### src/include/ddrbs_pkg.sv
// ddrbs_pkg: shared types and constants for the bank state tracker
// assumes: 250 MHz clock, four banks, commands sampled every rising edge
package ddrbs_pkg;

  localparam int NUM_BANKS = 4;

  // recovery times in clock cycles; plain defaults, no part figures
  localparam logic [7:0] PRECHARGE_RECOVERY_CYC = 8'h03;
  localparam logic [7:0] ACTIVATE_TO_ACCESS_CYC = 8'h03;
  localparam logic [7:0] REFRESH_RECOVERY_CYC   = 8'h12;
  localparam logic [7:0] MODE_REG_RECOVERY_CYC  = 8'h02;
  localparam logic [7:0] SELF_REFRESH_EXIT_CYC  = 8'h14;
  localparam logic [7:0] BURST_CYC              = 8'h04;

  // field position and address width
  localparam int ALL_BANK_BIT = 10;
  localparam int ADDR_W       = 13;

  typedef enum logic [3:0] {
    CMD_DESELECT  = 4'h0,
    CMD_NOP       = 4'h1,
    CMD_ACTIVATE  = 4'h2,
    CMD_REFRESH   = 4'h3,
    CMD_MODE_SET  = 4'h4,
    CMD_READ      = 4'h5,
    CMD_WRITE     = 4'h6,
    CMD_PRECHARGE = 4'h7,
    CMD_BURST_END = 4'h8
  } ddrbs_cmd_t;

  typedef enum logic [2:0] {
    BK_IDLE       = 3'b000,
    BK_ACTIVATING = 3'b001,
    BK_ROW_ACTIVE = 3'b010,
    BK_READING    = 3'b011,
    BK_WRITING    = 3'b100,
    BK_PRECHARGING= 3'b101
  } ddrbs_bank_t;

  typedef enum logic [2:0] {
    DV_NORMAL     = 3'b000,
    DV_PRE_PDOWN  = 3'b001,
    DV_ACT_PDOWN  = 3'b010,
    DV_SELF_REF   = 3'b011,
    DV_SREF_EXIT  = 3'b100,
    DV_GLOBAL_REC = 3'b101
  } ddrbs_mode_t;

  typedef struct packed {
    logic              chip_sel_n;
    logic              row_strobe_n;
    logic              col_strobe_n;
    logic              write_strobe_n;
    logic [1:0]        bank_sel;
    logic [ADDR_W-1:0] addr;
  } ddrbs_cmd_bus_t;

endpackage

### src/design/ddrbs_core.sv
// ddrbs_core: per-bank state, power-down and self refresh tracking
// assumes: controller pins already synchronous to mclk_i
`timescale 1ns/1ps
module ddrbs_core
  import ddrbs_pkg::*;
(
  // clock and reset
  input  wire logic           mclk_i,
  input  wire logic           reset_n_i,
  // controller pins
  input  wire ddrbs_cmd_bus_t cmd_i,
  input  wire logic           clk_en_i,
  // status
  output logic [11:0]         bank_state_o,
  output logic [2:0]          dev_mode_o,
  output logic                in_buf_en_o,
  output logic                read_active_o,
  output logic [1:0]          read_bank_o,
  output logic                all_idle_o
);

  // ==========================================================
  // input synchronisers
  ddrbs_cmd_bus_t cmd_s1_q, cmd_s2_q;
  logic           cke_s1_q, cke_s2_q, cke_prev_q;

  always_ff @(posedge mclk_i or negedge reset_n_i) begin
    if (!reset_n_i) begin
      cmd_s1_q   <= '{chip_sel_n: 1'b1, row_strobe_n: 1'b1, col_strobe_n: 1'b1,
                      write_strobe_n: 1'b1, default: '0};
      cmd_s2_q   <= '{chip_sel_n: 1'b1, row_strobe_n: 1'b1, col_strobe_n: 1'b1,
                      write_strobe_n: 1'b1, default: '0};
      cke_s1_q   <= 1'b0;
      cke_s2_q   <= 1'b0;
      cke_prev_q <= 1'b0;
    end else begin
      cmd_s1_q   <= cmd_i;
      cmd_s2_q   <= cmd_s1_q;
      cke_s1_q   <= clk_en_i;
      cke_s2_q   <= cke_s1_q;
      cke_prev_q <= cke_s2_q;
    end
  end

  // ==========================================================
  // command decode
  ddrbs_cmd_t cmd;
  always_comb begin
    if (cmd_s2_q.chip_sel_n) begin
      cmd = CMD_DESELECT;
    end else begin
      case ({cmd_s2_q.row_strobe_n, cmd_s2_q.col_strobe_n, cmd_s2_q.write_strobe_n})
        3'b111:  cmd = CMD_NOP;
        3'b011:  cmd = CMD_ACTIVATE;
        3'b001:  cmd = CMD_REFRESH;
        3'b000:  cmd = CMD_MODE_SET;
        3'b101:  cmd = CMD_READ;
        3'b100:  cmd = CMD_WRITE;
        3'b010:  cmd = CMD_PRECHARGE;
        default: cmd = CMD_BURST_END;
      endcase
    end
  end

  logic all_bank, run, any_open, idle_all;
  ddrbs_mode_t mode_q;
  logic [7:0]  gcnt_q;
  assign all_bank = cmd_s2_q.addr[ALL_BANK_BIT];
  // banks step only while clock enable high now and before
  assign run      = cke_prev_q && cke_s2_q && (mode_q == DV_NORMAL);

  // ==========================================================
  // per-bank state
  ddrbs_bank_t bank_q [NUM_BANKS];
  logic [7:0]  cnt_q  [NUM_BANKS];
  logic [NUM_BANKS-1:0] open_v, idle_v;
  logic [1:0]  rd_bank_q;
  logic        rd_act_q;

  for (genvar b = 0; b < NUM_BANKS; b++) begin : g_bank
    logic hit, pre_hit;
    assign hit     = (cmd_s2_q.bank_sel == 2'(b));
    assign pre_hit = (cmd == CMD_PRECHARGE) && (all_bank || hit);
    assign open_v[b] = (bank_q[b] != BK_IDLE) && (bank_q[b] != BK_PRECHARGING);
    assign idle_v[b] = (bank_q[b] == BK_IDLE);

    always_ff @(posedge mclk_i or negedge reset_n_i) begin
      if (!reset_n_i) begin
        bank_q[b] <= BK_IDLE;
        cnt_q[b]  <= 8'h00;
      end else if (run) begin
        if (pre_hit) begin
          bank_q[b] <= BK_PRECHARGING;
          cnt_q[b]  <= PRECHARGE_RECOVERY_CYC;
        end else if (hit && cmd == CMD_ACTIVATE) begin
          bank_q[b] <= BK_ACTIVATING;
          cnt_q[b]  <= ACTIVATE_TO_ACCESS_CYC;
        end else if (hit && cmd == CMD_READ) begin
          bank_q[b] <= BK_READING;
          cnt_q[b]  <= BURST_CYC;
        end else if (hit && cmd == CMD_WRITE) begin
          bank_q[b] <= BK_WRITING;
          cnt_q[b]  <= BURST_CYC;
        end else if (cmd == CMD_BURST_END && rd_act_q && rd_bank_q == 2'(b)
                     && bank_q[b] == BK_READING) begin
          bank_q[b] <= BK_ROW_ACTIVE;
          cnt_q[b]  <= 8'h00;
        end else if (cnt_q[b] > 8'h01) begin
          cnt_q[b]  <= cnt_q[b] - 8'h01;
        end else begin
          cnt_q[b]  <= 8'h00;
          case (bank_q[b])
            BK_PRECHARGING: bank_q[b] <= BK_IDLE;
            BK_ACTIVATING,
            BK_READING,
            BK_WRITING:     bank_q[b] <= BK_ROW_ACTIVE;
            default:        bank_q[b] <= bank_q[b];
          endcase
        end
      end
    end
    assign bank_state_o[3*b +: 3] = bank_q[b];
  end

  assign any_open = |open_v;
  assign idle_all = &idle_v;

  // ==========================================================
  // most recent read burst
  always_ff @(posedge mclk_i or negedge reset_n_i) begin
    if (!reset_n_i) begin
      rd_act_q  <= 1'b0;
      rd_bank_q <= 2'h0;
    end else if (run) begin
      if (cmd == CMD_READ) begin
        rd_act_q  <= 1'b1;
        rd_bank_q <= cmd_s2_q.bank_sel;
      end else if (cmd == CMD_BURST_END || cmd == CMD_WRITE ||
                   (cmd == CMD_PRECHARGE && (all_bank || cmd_s2_q.bank_sel == rd_bank_q))
                   || bank_q[rd_bank_q] != BK_READING) begin
        rd_act_q  <= 1'b0;
      end
    end
  end

  // ==========================================================
  // device mode: power-down, self refresh, global recovery
  always_ff @(posedge mclk_i or negedge reset_n_i) begin
    if (!reset_n_i) begin
      mode_q <= DV_NORMAL;
      gcnt_q <= 8'h00;
    end else begin
      case (mode_q)
        DV_NORMAL: begin
          if (cke_prev_q && !cke_s2_q) begin
            if (cmd == CMD_REFRESH && idle_all)
              mode_q <= DV_SELF_REF;
            else if (idle_all)
              mode_q <= DV_PRE_PDOWN;
            else
              mode_q <= DV_ACT_PDOWN;
          end else if (cke_s2_q && (cmd == CMD_REFRESH || cmd == CMD_MODE_SET)) begin
            mode_q <= DV_GLOBAL_REC;
            gcnt_q <= (cmd == CMD_REFRESH) ? REFRESH_RECOVERY_CYC : MODE_REG_RECOVERY_CYC;
          end
        end
        DV_PRE_PDOWN,
        DV_ACT_PDOWN: begin
          if (cke_s2_q) mode_q <= DV_NORMAL;
        end
        DV_SELF_REF: begin
          if (cke_s2_q) begin
            mode_q <= DV_SREF_EXIT;
            gcnt_q <= SELF_REFRESH_EXIT_CYC;
          end
        end
        DV_SREF_EXIT,
        DV_GLOBAL_REC: begin
          if (gcnt_q > 8'h01) gcnt_q <= gcnt_q - 8'h01;
          else begin
            gcnt_q <= 8'h00;
            mode_q <= DV_NORMAL;
          end
        end
        default: mode_q <= DV_NORMAL;
      endcase
    end
  end

  // ==========================================================
  // registered status outputs
  always_ff @(posedge mclk_i or negedge reset_n_i) begin
    if (!reset_n_i) begin
      dev_mode_o    <= DV_NORMAL;
      in_buf_en_o   <= 1'b1;
      read_active_o <= 1'b0;
      read_bank_o   <= 2'h0;
      all_idle_o    <= 1'b1;
    end else begin
      dev_mode_o    <= mode_q;
      in_buf_en_o   <= !(mode_q == DV_PRE_PDOWN || mode_q == DV_ACT_PDOWN ||
                         mode_q == DV_SELF_REF);
      read_active_o <= rd_act_q;
      read_bank_o   <= rd_bank_q;
      all_idle_o    <= idle_all && !any_open;
    end
  end

endmodule // ddrbs_core

### config.mk
export PLATFORM = sky130hd
export DESIGN_NAME = ddrbs_core
export DESIGN_NICKNAME = d
export VERILOG_FILES = /design/src/include/ddrbs_pkg.sv /design/src/design/ddrbs_core.sv
export SDC_FILE = /design/constraint.sdc
export NUM_CORES = 1
export LEC_CHECK = 0
export BUFFER_PORTS_ARGS = -buffer_cell sky130_fd_sc_hd__buf_4
export CORE_ASPECT_RATIO = 0.75
export CORE_MARGIN = 2
export CORE_UTILIZATION = 38
export DETAILED_ROUTE_END_ITERATION = 6
export GPL_TIMING_DRIVEN = 1
export MAX_ROUTING_LAYER = met4
export PLACE_DENSITY = 0.53
export SYNTH_ARGS = -nofsm -noshare
export SYNTH_HDL_FRONTEND = slang
export SYNTH_SLANG_ARGS = --single-unit
### constraint.sdc
create_clock -name mclk_i -period 2.69 [get_ports mclk_i]
set_input_delay 0.538 -clock mclk_i [delete_from_list [all_inputs] [get_ports mclk_i]]
set_output_delay 0.538 -clock mclk_i [all_outputs]
set_load 0.005 [all_outputs]
## After elaboration in Yosys (flattened, before gate mapping)

Index checks and enable logic that the tools add are counted.

| storage, ports and cells | value |
|---|---|
| register bits after elaboration | 103 |

| cells by class | value |
|---|---|
| bitwise operators | 1 |
| reductions and logical operators | 84 |
| add/sub/neg operators | 5 |
| $lt $le $gt $ge | 6 |
| mux-type cells | 73 |
| equal/unequal tests | 56 |

Operators with widths:

| kind | number |
|---|---|
| 2-to-1 mux 8 bit | 28 |
| 2-to-1 mux 3 bit | 31 |
| greater-than comparator 8 x 1 -> 1 bit (second input constant) | 5 |
| subtractor 8 x 1 -> 8 bit (second input constant) | 5 |
| equality test 3 bit (second input constant) | 13 |
| logical AND 1 bit | 36 |
| case mux 4 bit (7 select lines) | 1 |
| nonzero test 7 bit | 4 |
| equality test 3 x 2 -> 1 bit (second input constant) | 8 |
| != test 6 bit (second input constant) | 4 |
| case mux 3 bit (2 select lines) | 4 |
| case mux 8 bit (3 select lines) | 1 |
| equality test 3 x 1 -> 1 bit (second input constant) | 6 |
| zero test 3 bit | 6 |
| equality test 4 x 3 -> 1 bit (second input constant) | 4 |
| nonzero test 3 bit | 5 |
| != test 3 bit (second input constant) | 4 |
| case mux 3 bit (4 select lines) | 1 |
| AND reduction 3 bit | 4 |
| AND reduction 4 bit | 3 |
| OR reduction 3 bit | 4 |
| logical OR 1 bit | 11 |
| equality test 2 bit (second input constant) | 4 |
| equality test 4 x 2 -> 1 bit (second input constant) | 2 |
| 20 further kinds | 31 |

## Depth between registers and ports, before layout

| depth | value |
|---|---|
| depth in word-level cells | 12 |
| gate-level depth with buffers | 7 |
| gate-level depth less buffers | 7 |

## Worst setup path after synthesis

No wires, ideal clock.

| timing path | value |
|---|---|
| path type | register to register |
| start | register cmd_s2_q[17] (netlist bit) |
| end | register bank_q (netlist bit bank_state_o[8]) |
| path slack | 0.771 ns |
| period minus slack after synthesis | 1.919 ns |
| data required time | 2.572 ns |
| cell stages (with the launch flop) | 7 |
| arrival time | 1.801 ns |
| cell sequence | dfstp_2 buf_2 nand4b_1 or4_4 a221oi_2 o31ai_1 a21o_1 |

| between the ends | value |
|---|---|
| longest elaborated chain between the ends | 12 |

RTL lines:

| what | line | source |
|---|---|---|
| from (decl) | ddrbs_core.sv:24 | `ddrbs_cmd_bus_t cmd_s1_q, cmd_s2_q;` |
| from (signal assigned) | ddrbs_core.sv:31 | `cmd_s2_q <= '{chip_sel_n: 1'b1, row_strobe_n: 1'b1, col_strobe_n: 1'b1,` |
| from (signal assigned) | ddrbs_core.sv:38 | `cmd_s2_q <= cmd_s1_q;` |
| equality test 3 x 2 -> 1 bit (tied with other cells) | ddrbs_core.sv:52 | `case ({cmd_s2_q.row_strobe_n, cmd_s2_q.col_strobe_n, cmd_s2_q.write_strobe_n})` |
| case mux 4 bit (7 select lines) (*) | ddrbs_core.sv:52 |  |
| 2-to-1 mux 4 bit (*) | ddrbs_core.sv:49 | `if (cmd_s2_q.chip_sel_n) begin` |
| equality test 4 bit | ddrbs_core.sv:104 | `end else if (cmd == CMD_BURST_END && rd_act_q && rd_bank_q == 2'(b)` |
| logical AND 1 bit (2 in a row) | ddrbs_core.sv:104 |  |
| logical AND 1 bit | ddrbs_core.sv:105 | `&& bank_q[b] == BK_READING) begin` |
| 2-to-1 mux 3 bit | ddrbs_core.sv:104 |  |
| 2-to-1 mux 3 bit | ddrbs_core.sv:101 | `end else if (hit && cmd == CMD_WRITE) begin` |
| 2-to-1 mux 3 bit | ddrbs_core.sv:98 | `end else if (hit && cmd == CMD_READ) begin` |
| 2-to-1 mux 3 bit | ddrbs_core.sv:95 | `end else if (hit && cmd == CMD_ACTIVATE) begin` |
| 2-to-1 mux 3 bit | ddrbs_core.sv:92 | `if (pre_hit) begin` |
| to (signal, indexed assignment) | ddrbs_core.sv:117 | `default: bank_q[b] <= bank_q[b];` |
| to (decl) | ddrbs_core.sv:74 | `ddrbs_bank_t bank_q [NUM_BANKS];` |

Mark *: on every way between the ends. The rest lies on a longest branch, timed or not.
A chain may end at the register's enable or synchronous reset.

## Worst setup path after layout

| timing path | value |
|---|---|
| start | register cmd_s2_q[15] (netlist bit) |
| end | register cnt_q[22] (netlist bit) |

| between the ends | value |
|---|---|
| longest elaborated chain between the ends | 12 |

RTL lines:

| what | line | source |
|---|---|---|
| equality test 3 x 2 -> 1 bit (tied with other cells) | ddrbs_core.sv:52 |  |
| case mux 4 bit (7 select lines) (*) | ddrbs_core.sv:52 |  |
| 2-to-1 mux 4 bit (*) | ddrbs_core.sv:49 |  |
| equality test 4 bit | ddrbs_core.sv:104 |  |
| logical AND 1 bit (2 in a row) | ddrbs_core.sv:104 |  |
| logical AND 1 bit | ddrbs_core.sv:105 |  |
| 2-to-1 mux 8 bit | ddrbs_core.sv:104 |  |
| 2-to-1 mux 8 bit | ddrbs_core.sv:101 |  |
| 2-to-1 mux 8 bit | ddrbs_core.sv:98 |  |
| 2-to-1 mux 8 bit | ddrbs_core.sv:95 |  |
| 2-to-1 mux 8 bit (*) | ddrbs_core.sv:92 |  |
| to (signal, indexed assignment) | ddrbs_core.sv:109 | `cnt_q[b] <= cnt_q[b] - 8'h01;` |
| to (decl) | ddrbs_core.sv:75 | `logic [7:0] cnt_q [NUM_BANKS];` |

Marked as above.

==> flow_metrics.env <==
export IMPL_status="finished clean"
export IMPL_clockRootBuffer="clkbuf_16"
export IMPL_endpoint_kind="flip-flop"
export IMPL_vias=3691
export IMPL_synth_nets=496
export IMPL_leakage_nw=2.247
export IMPL_grt_pass1_wl_um=17910
export IMPL_synth_top_family_by_area="simple AND/OR/NAND/NOR gates"
export IMPL_cts_tree="done"
export IMPL_grt_pass1_vias=3527
export IMPL_syn2layout_area_growth_pct=15.70
export IMPL_yosysTopAreaCell="dfrtp_1"
export IMPL_diodes=0
export IMPL_arrival_ns=2.49
export IMPL_ys_seq_area_frac=0.4724
export IMPL_die_h_um=97.43
export IMPL_synth_edf_count=0
export IMPL_post_route_util=0.4455
export IMPL_cts_resized=0
export IMPL_period_needed_ns=2.215
export IMPL_cts_hold_buf=0
export IMPL_postSynthCellCount=464
export IMPL_path_class="flip-flop to flip-flop"
export IMPL_ys_types=64
export IMPL_tightest_slew_ns=0.7135
export IMPL_row_count=34
export IMPL_grt_use_total=0.1852
export IMPL_setup_viol=0
export IMPL_fp_coreArea_um2=11490
export IMPL_clockBufferDepth=2
export IMPL_die_area_um2=12530
export IMPL_clock_skew_ns=0.005557
export IMPL_io_pins=42
export IMPL_synthMuxAreaShare=0.01641
export IMPL_rr_worst_depth=5
export IMPL_start_util=0.3851
export IMPL_peakVddDrop_uv=346.2
export IMPL_drive_above_1_share=0.1500
export IMPL_relSlewSlack=0.5207
export IMPL_drc=0
export IMPL_top_layer_used="met4"
export IMPL_fp_dieW_um=128.6
export IMPL_finalMaxSlewViolations=0
export IMPL_synth_xor_area_frac=0.007921
export IMPL_yosys_area_share_simple=0.2322
export IMPL_r2r_start="cmd_s2_q[15]"
export IMPL_globalplace_congestion=0.8120
export IMPL_finalCritPeriodShare=0.8234
export IMPL_ys_warn_count=0
export IMPL_yosys_register_bits=83
export IMPL_finalHoldViolations=0
export IMPL_firstDrtPassIters=5
export IMPL_wl_met1_um=5686
export IMPL_post_drt_wl_per_cell_um=16.52
export IMPL_netlist_area_leader_share=0.4130
export IMPL_synth_top_flop_cell="dfrtp_1"
export IMPL_hold_class="input pin to asynchronous set/reset pin"
export IMPL_vias_per_cell=5.731
export IMPL_grt_max_degree=57
export IMPL_netlist_area_um2=4423
export IMPL_met2WireLength_um=4500
export IMPL_clkLatencyLatePin_ns=0.34
export IMPL_numCtsBuffers=9
export IMPL_htreeDepth=3
export IMPL_met3_length_um=369
export IMPL_portBuffers=29
export IMPL_worstPathRequired_ns=2.96
export IMPL_postCtsSetupRepairBufs=0
export IMPL_syn_area_per_cell_um2=9.532
export IMPL_powerDensity_nw_per_um2=923.9
export IMPL_final_common_cell="dfrtp_1"
export IMPL_nets=527
export IMPL_rsz0062_at_grt="no"
export IMPL_clk_pin_slew_worst_paths_ns=0.06
export IMPL_hpwlAfterDp_um=7516
export IMPL_overflow=0
export IMPL_fill_cells=1088
export IMPL_synth_adder_area_share=0.02829
export IMPL_maxCapViolCount=0
export IMPL_tns_ns=0
export IMPL_fin_hold_ws_ns=0.1311
export IMPL_cts_sinks=83
export IMPL_wl_um=10640
export IMPL_ant_nets=0
export IMPL_fmax_ghz=0.4515
export IMPL_drt_iter0_drc=325
export IMPL_async_reset_ff_frac=1.000
export IMPL_most_common_layout_cells="dfrtp_1 (73), nor2_1 (44), nand2_1 (43)"
export IMPL_synth_compound_area_frac=0.2116
export IMPL_crit_path_start_kind="flip-flop"
export IMPL_antenna_found_initial=0
export IMPL_startpoint="cmd_s2_q[15]"
export IMPL_synthTopCellsByArea="dfrtp_1 (41%), dfstp_2 (5.9%), nor2_1 (3.7%), nand2_1 (3.6%), o21ai_0 (3.5%)"
export IMPL_cp_max_fo=14
[worst paths after layout]
path                                      to  slack [ns]
min in group mclk_i                 cke_s1_q        0.30
worst min register to register      all_bank        0.35
worst max-delay path               cnt_q[22]        0.47
worst max register to register     cnt_q[22]        0.47
max in group asynchronous       cmd_s1_q[18]        1.89
worst min-delay path               cnt_q[29]        0.13
[routing by layer]
metal	GRT usage	vias up
met4	0.04849	0
met5	-	-
li1	-	1798
met3	0.03855	8
met2	0.2578	72
met1	0.2742	1813
[worst max-delay path, cell delays in order (launching register included)]
cell and delay, ns:
dfstp_2 0.71, nand2b_1 0.34, a21oi_1 0.20, nor4_2 0.51, o311ai_0 0.26, nand3_1 0.13
[logic make-up after synthesis]
logic type | count (synthesis)
and+or+nand+nor | 194
buffers and inverters | 35
muxes | 7
DFF | 83
adders and majority gates | 10
xor gates and xnor gates | 4
AOI/OAI and AO/OA | 131
[per-stage QoR]
stage	total power, W	setup WS, ns	instance area, um^2	cells
floorplan	0.002976	0.7708	4423	464
global placement	0.003451	0.5470	4816	628
detailed placement	0.003490	0.4951	4816	628
CTS	0.004772	0.4805	5117	644
global route	0.005078	0.3089	5117	644
finish	0.004728	0.4749	5117	644
[area by class of cell]
cell class,instances,area [um^2],share of cell area
clock buffer,9,225.2,0.04401
clock inverter,7,76.32,0.01491
inverter,20,75.07,0.01467
multi-input combinational,346,2196,0.4291
sequential,83,2090,0.4083
tap,144,180.2,0.03521
timing repair buffer,35,275.3,0.05379
[synth_stat cells (all sizes together), types with 7 or more instances]
| library cell | number |
|---|---|
| a21o | 8 |
| a21oi | 22 |
| a22o | 12 |
| clkbuf | 9 |
| dfrtp | 73 |
| dfstp | 10 |
| ha | 10 |
| inv | 20 |
| nand2 | 43 |
| nand2b | 9 |
| nand3 | 21 |
| nor2 | 44 |
| nor2b | 9 |
| nor3 | 15 |
| nor4 | 16 |
| o211ai | 7 |
| o21ai | 31 |
[report_power, final]
| group | internal [W] | leakage, nW | switching [W] |
|---|---|---|---|
| Sequential | 0.00160 | 0.991 | 0.000464 |
| Clock | 0.000725 | 0.142 | 0.000524 |
| Combinational | 0.000670 | 1.11 | 0.000745 |
| Total | 0.00300 | 2.25 | 0.00173 |
[registers in the layout (all words and copies together), names as in the netlist, 2 cells and up]
register / flops
read_bank_o: 2
bank_state_o: 12
gcnt_q: 8
cmd_s1_q: 7
dev_mode_o: 3
mode_q: 3
cmd_s2_q: 6
rd_bank_q: 2
cnt_q: 32
Note: power is estimated with default switching activity, not from simulation.
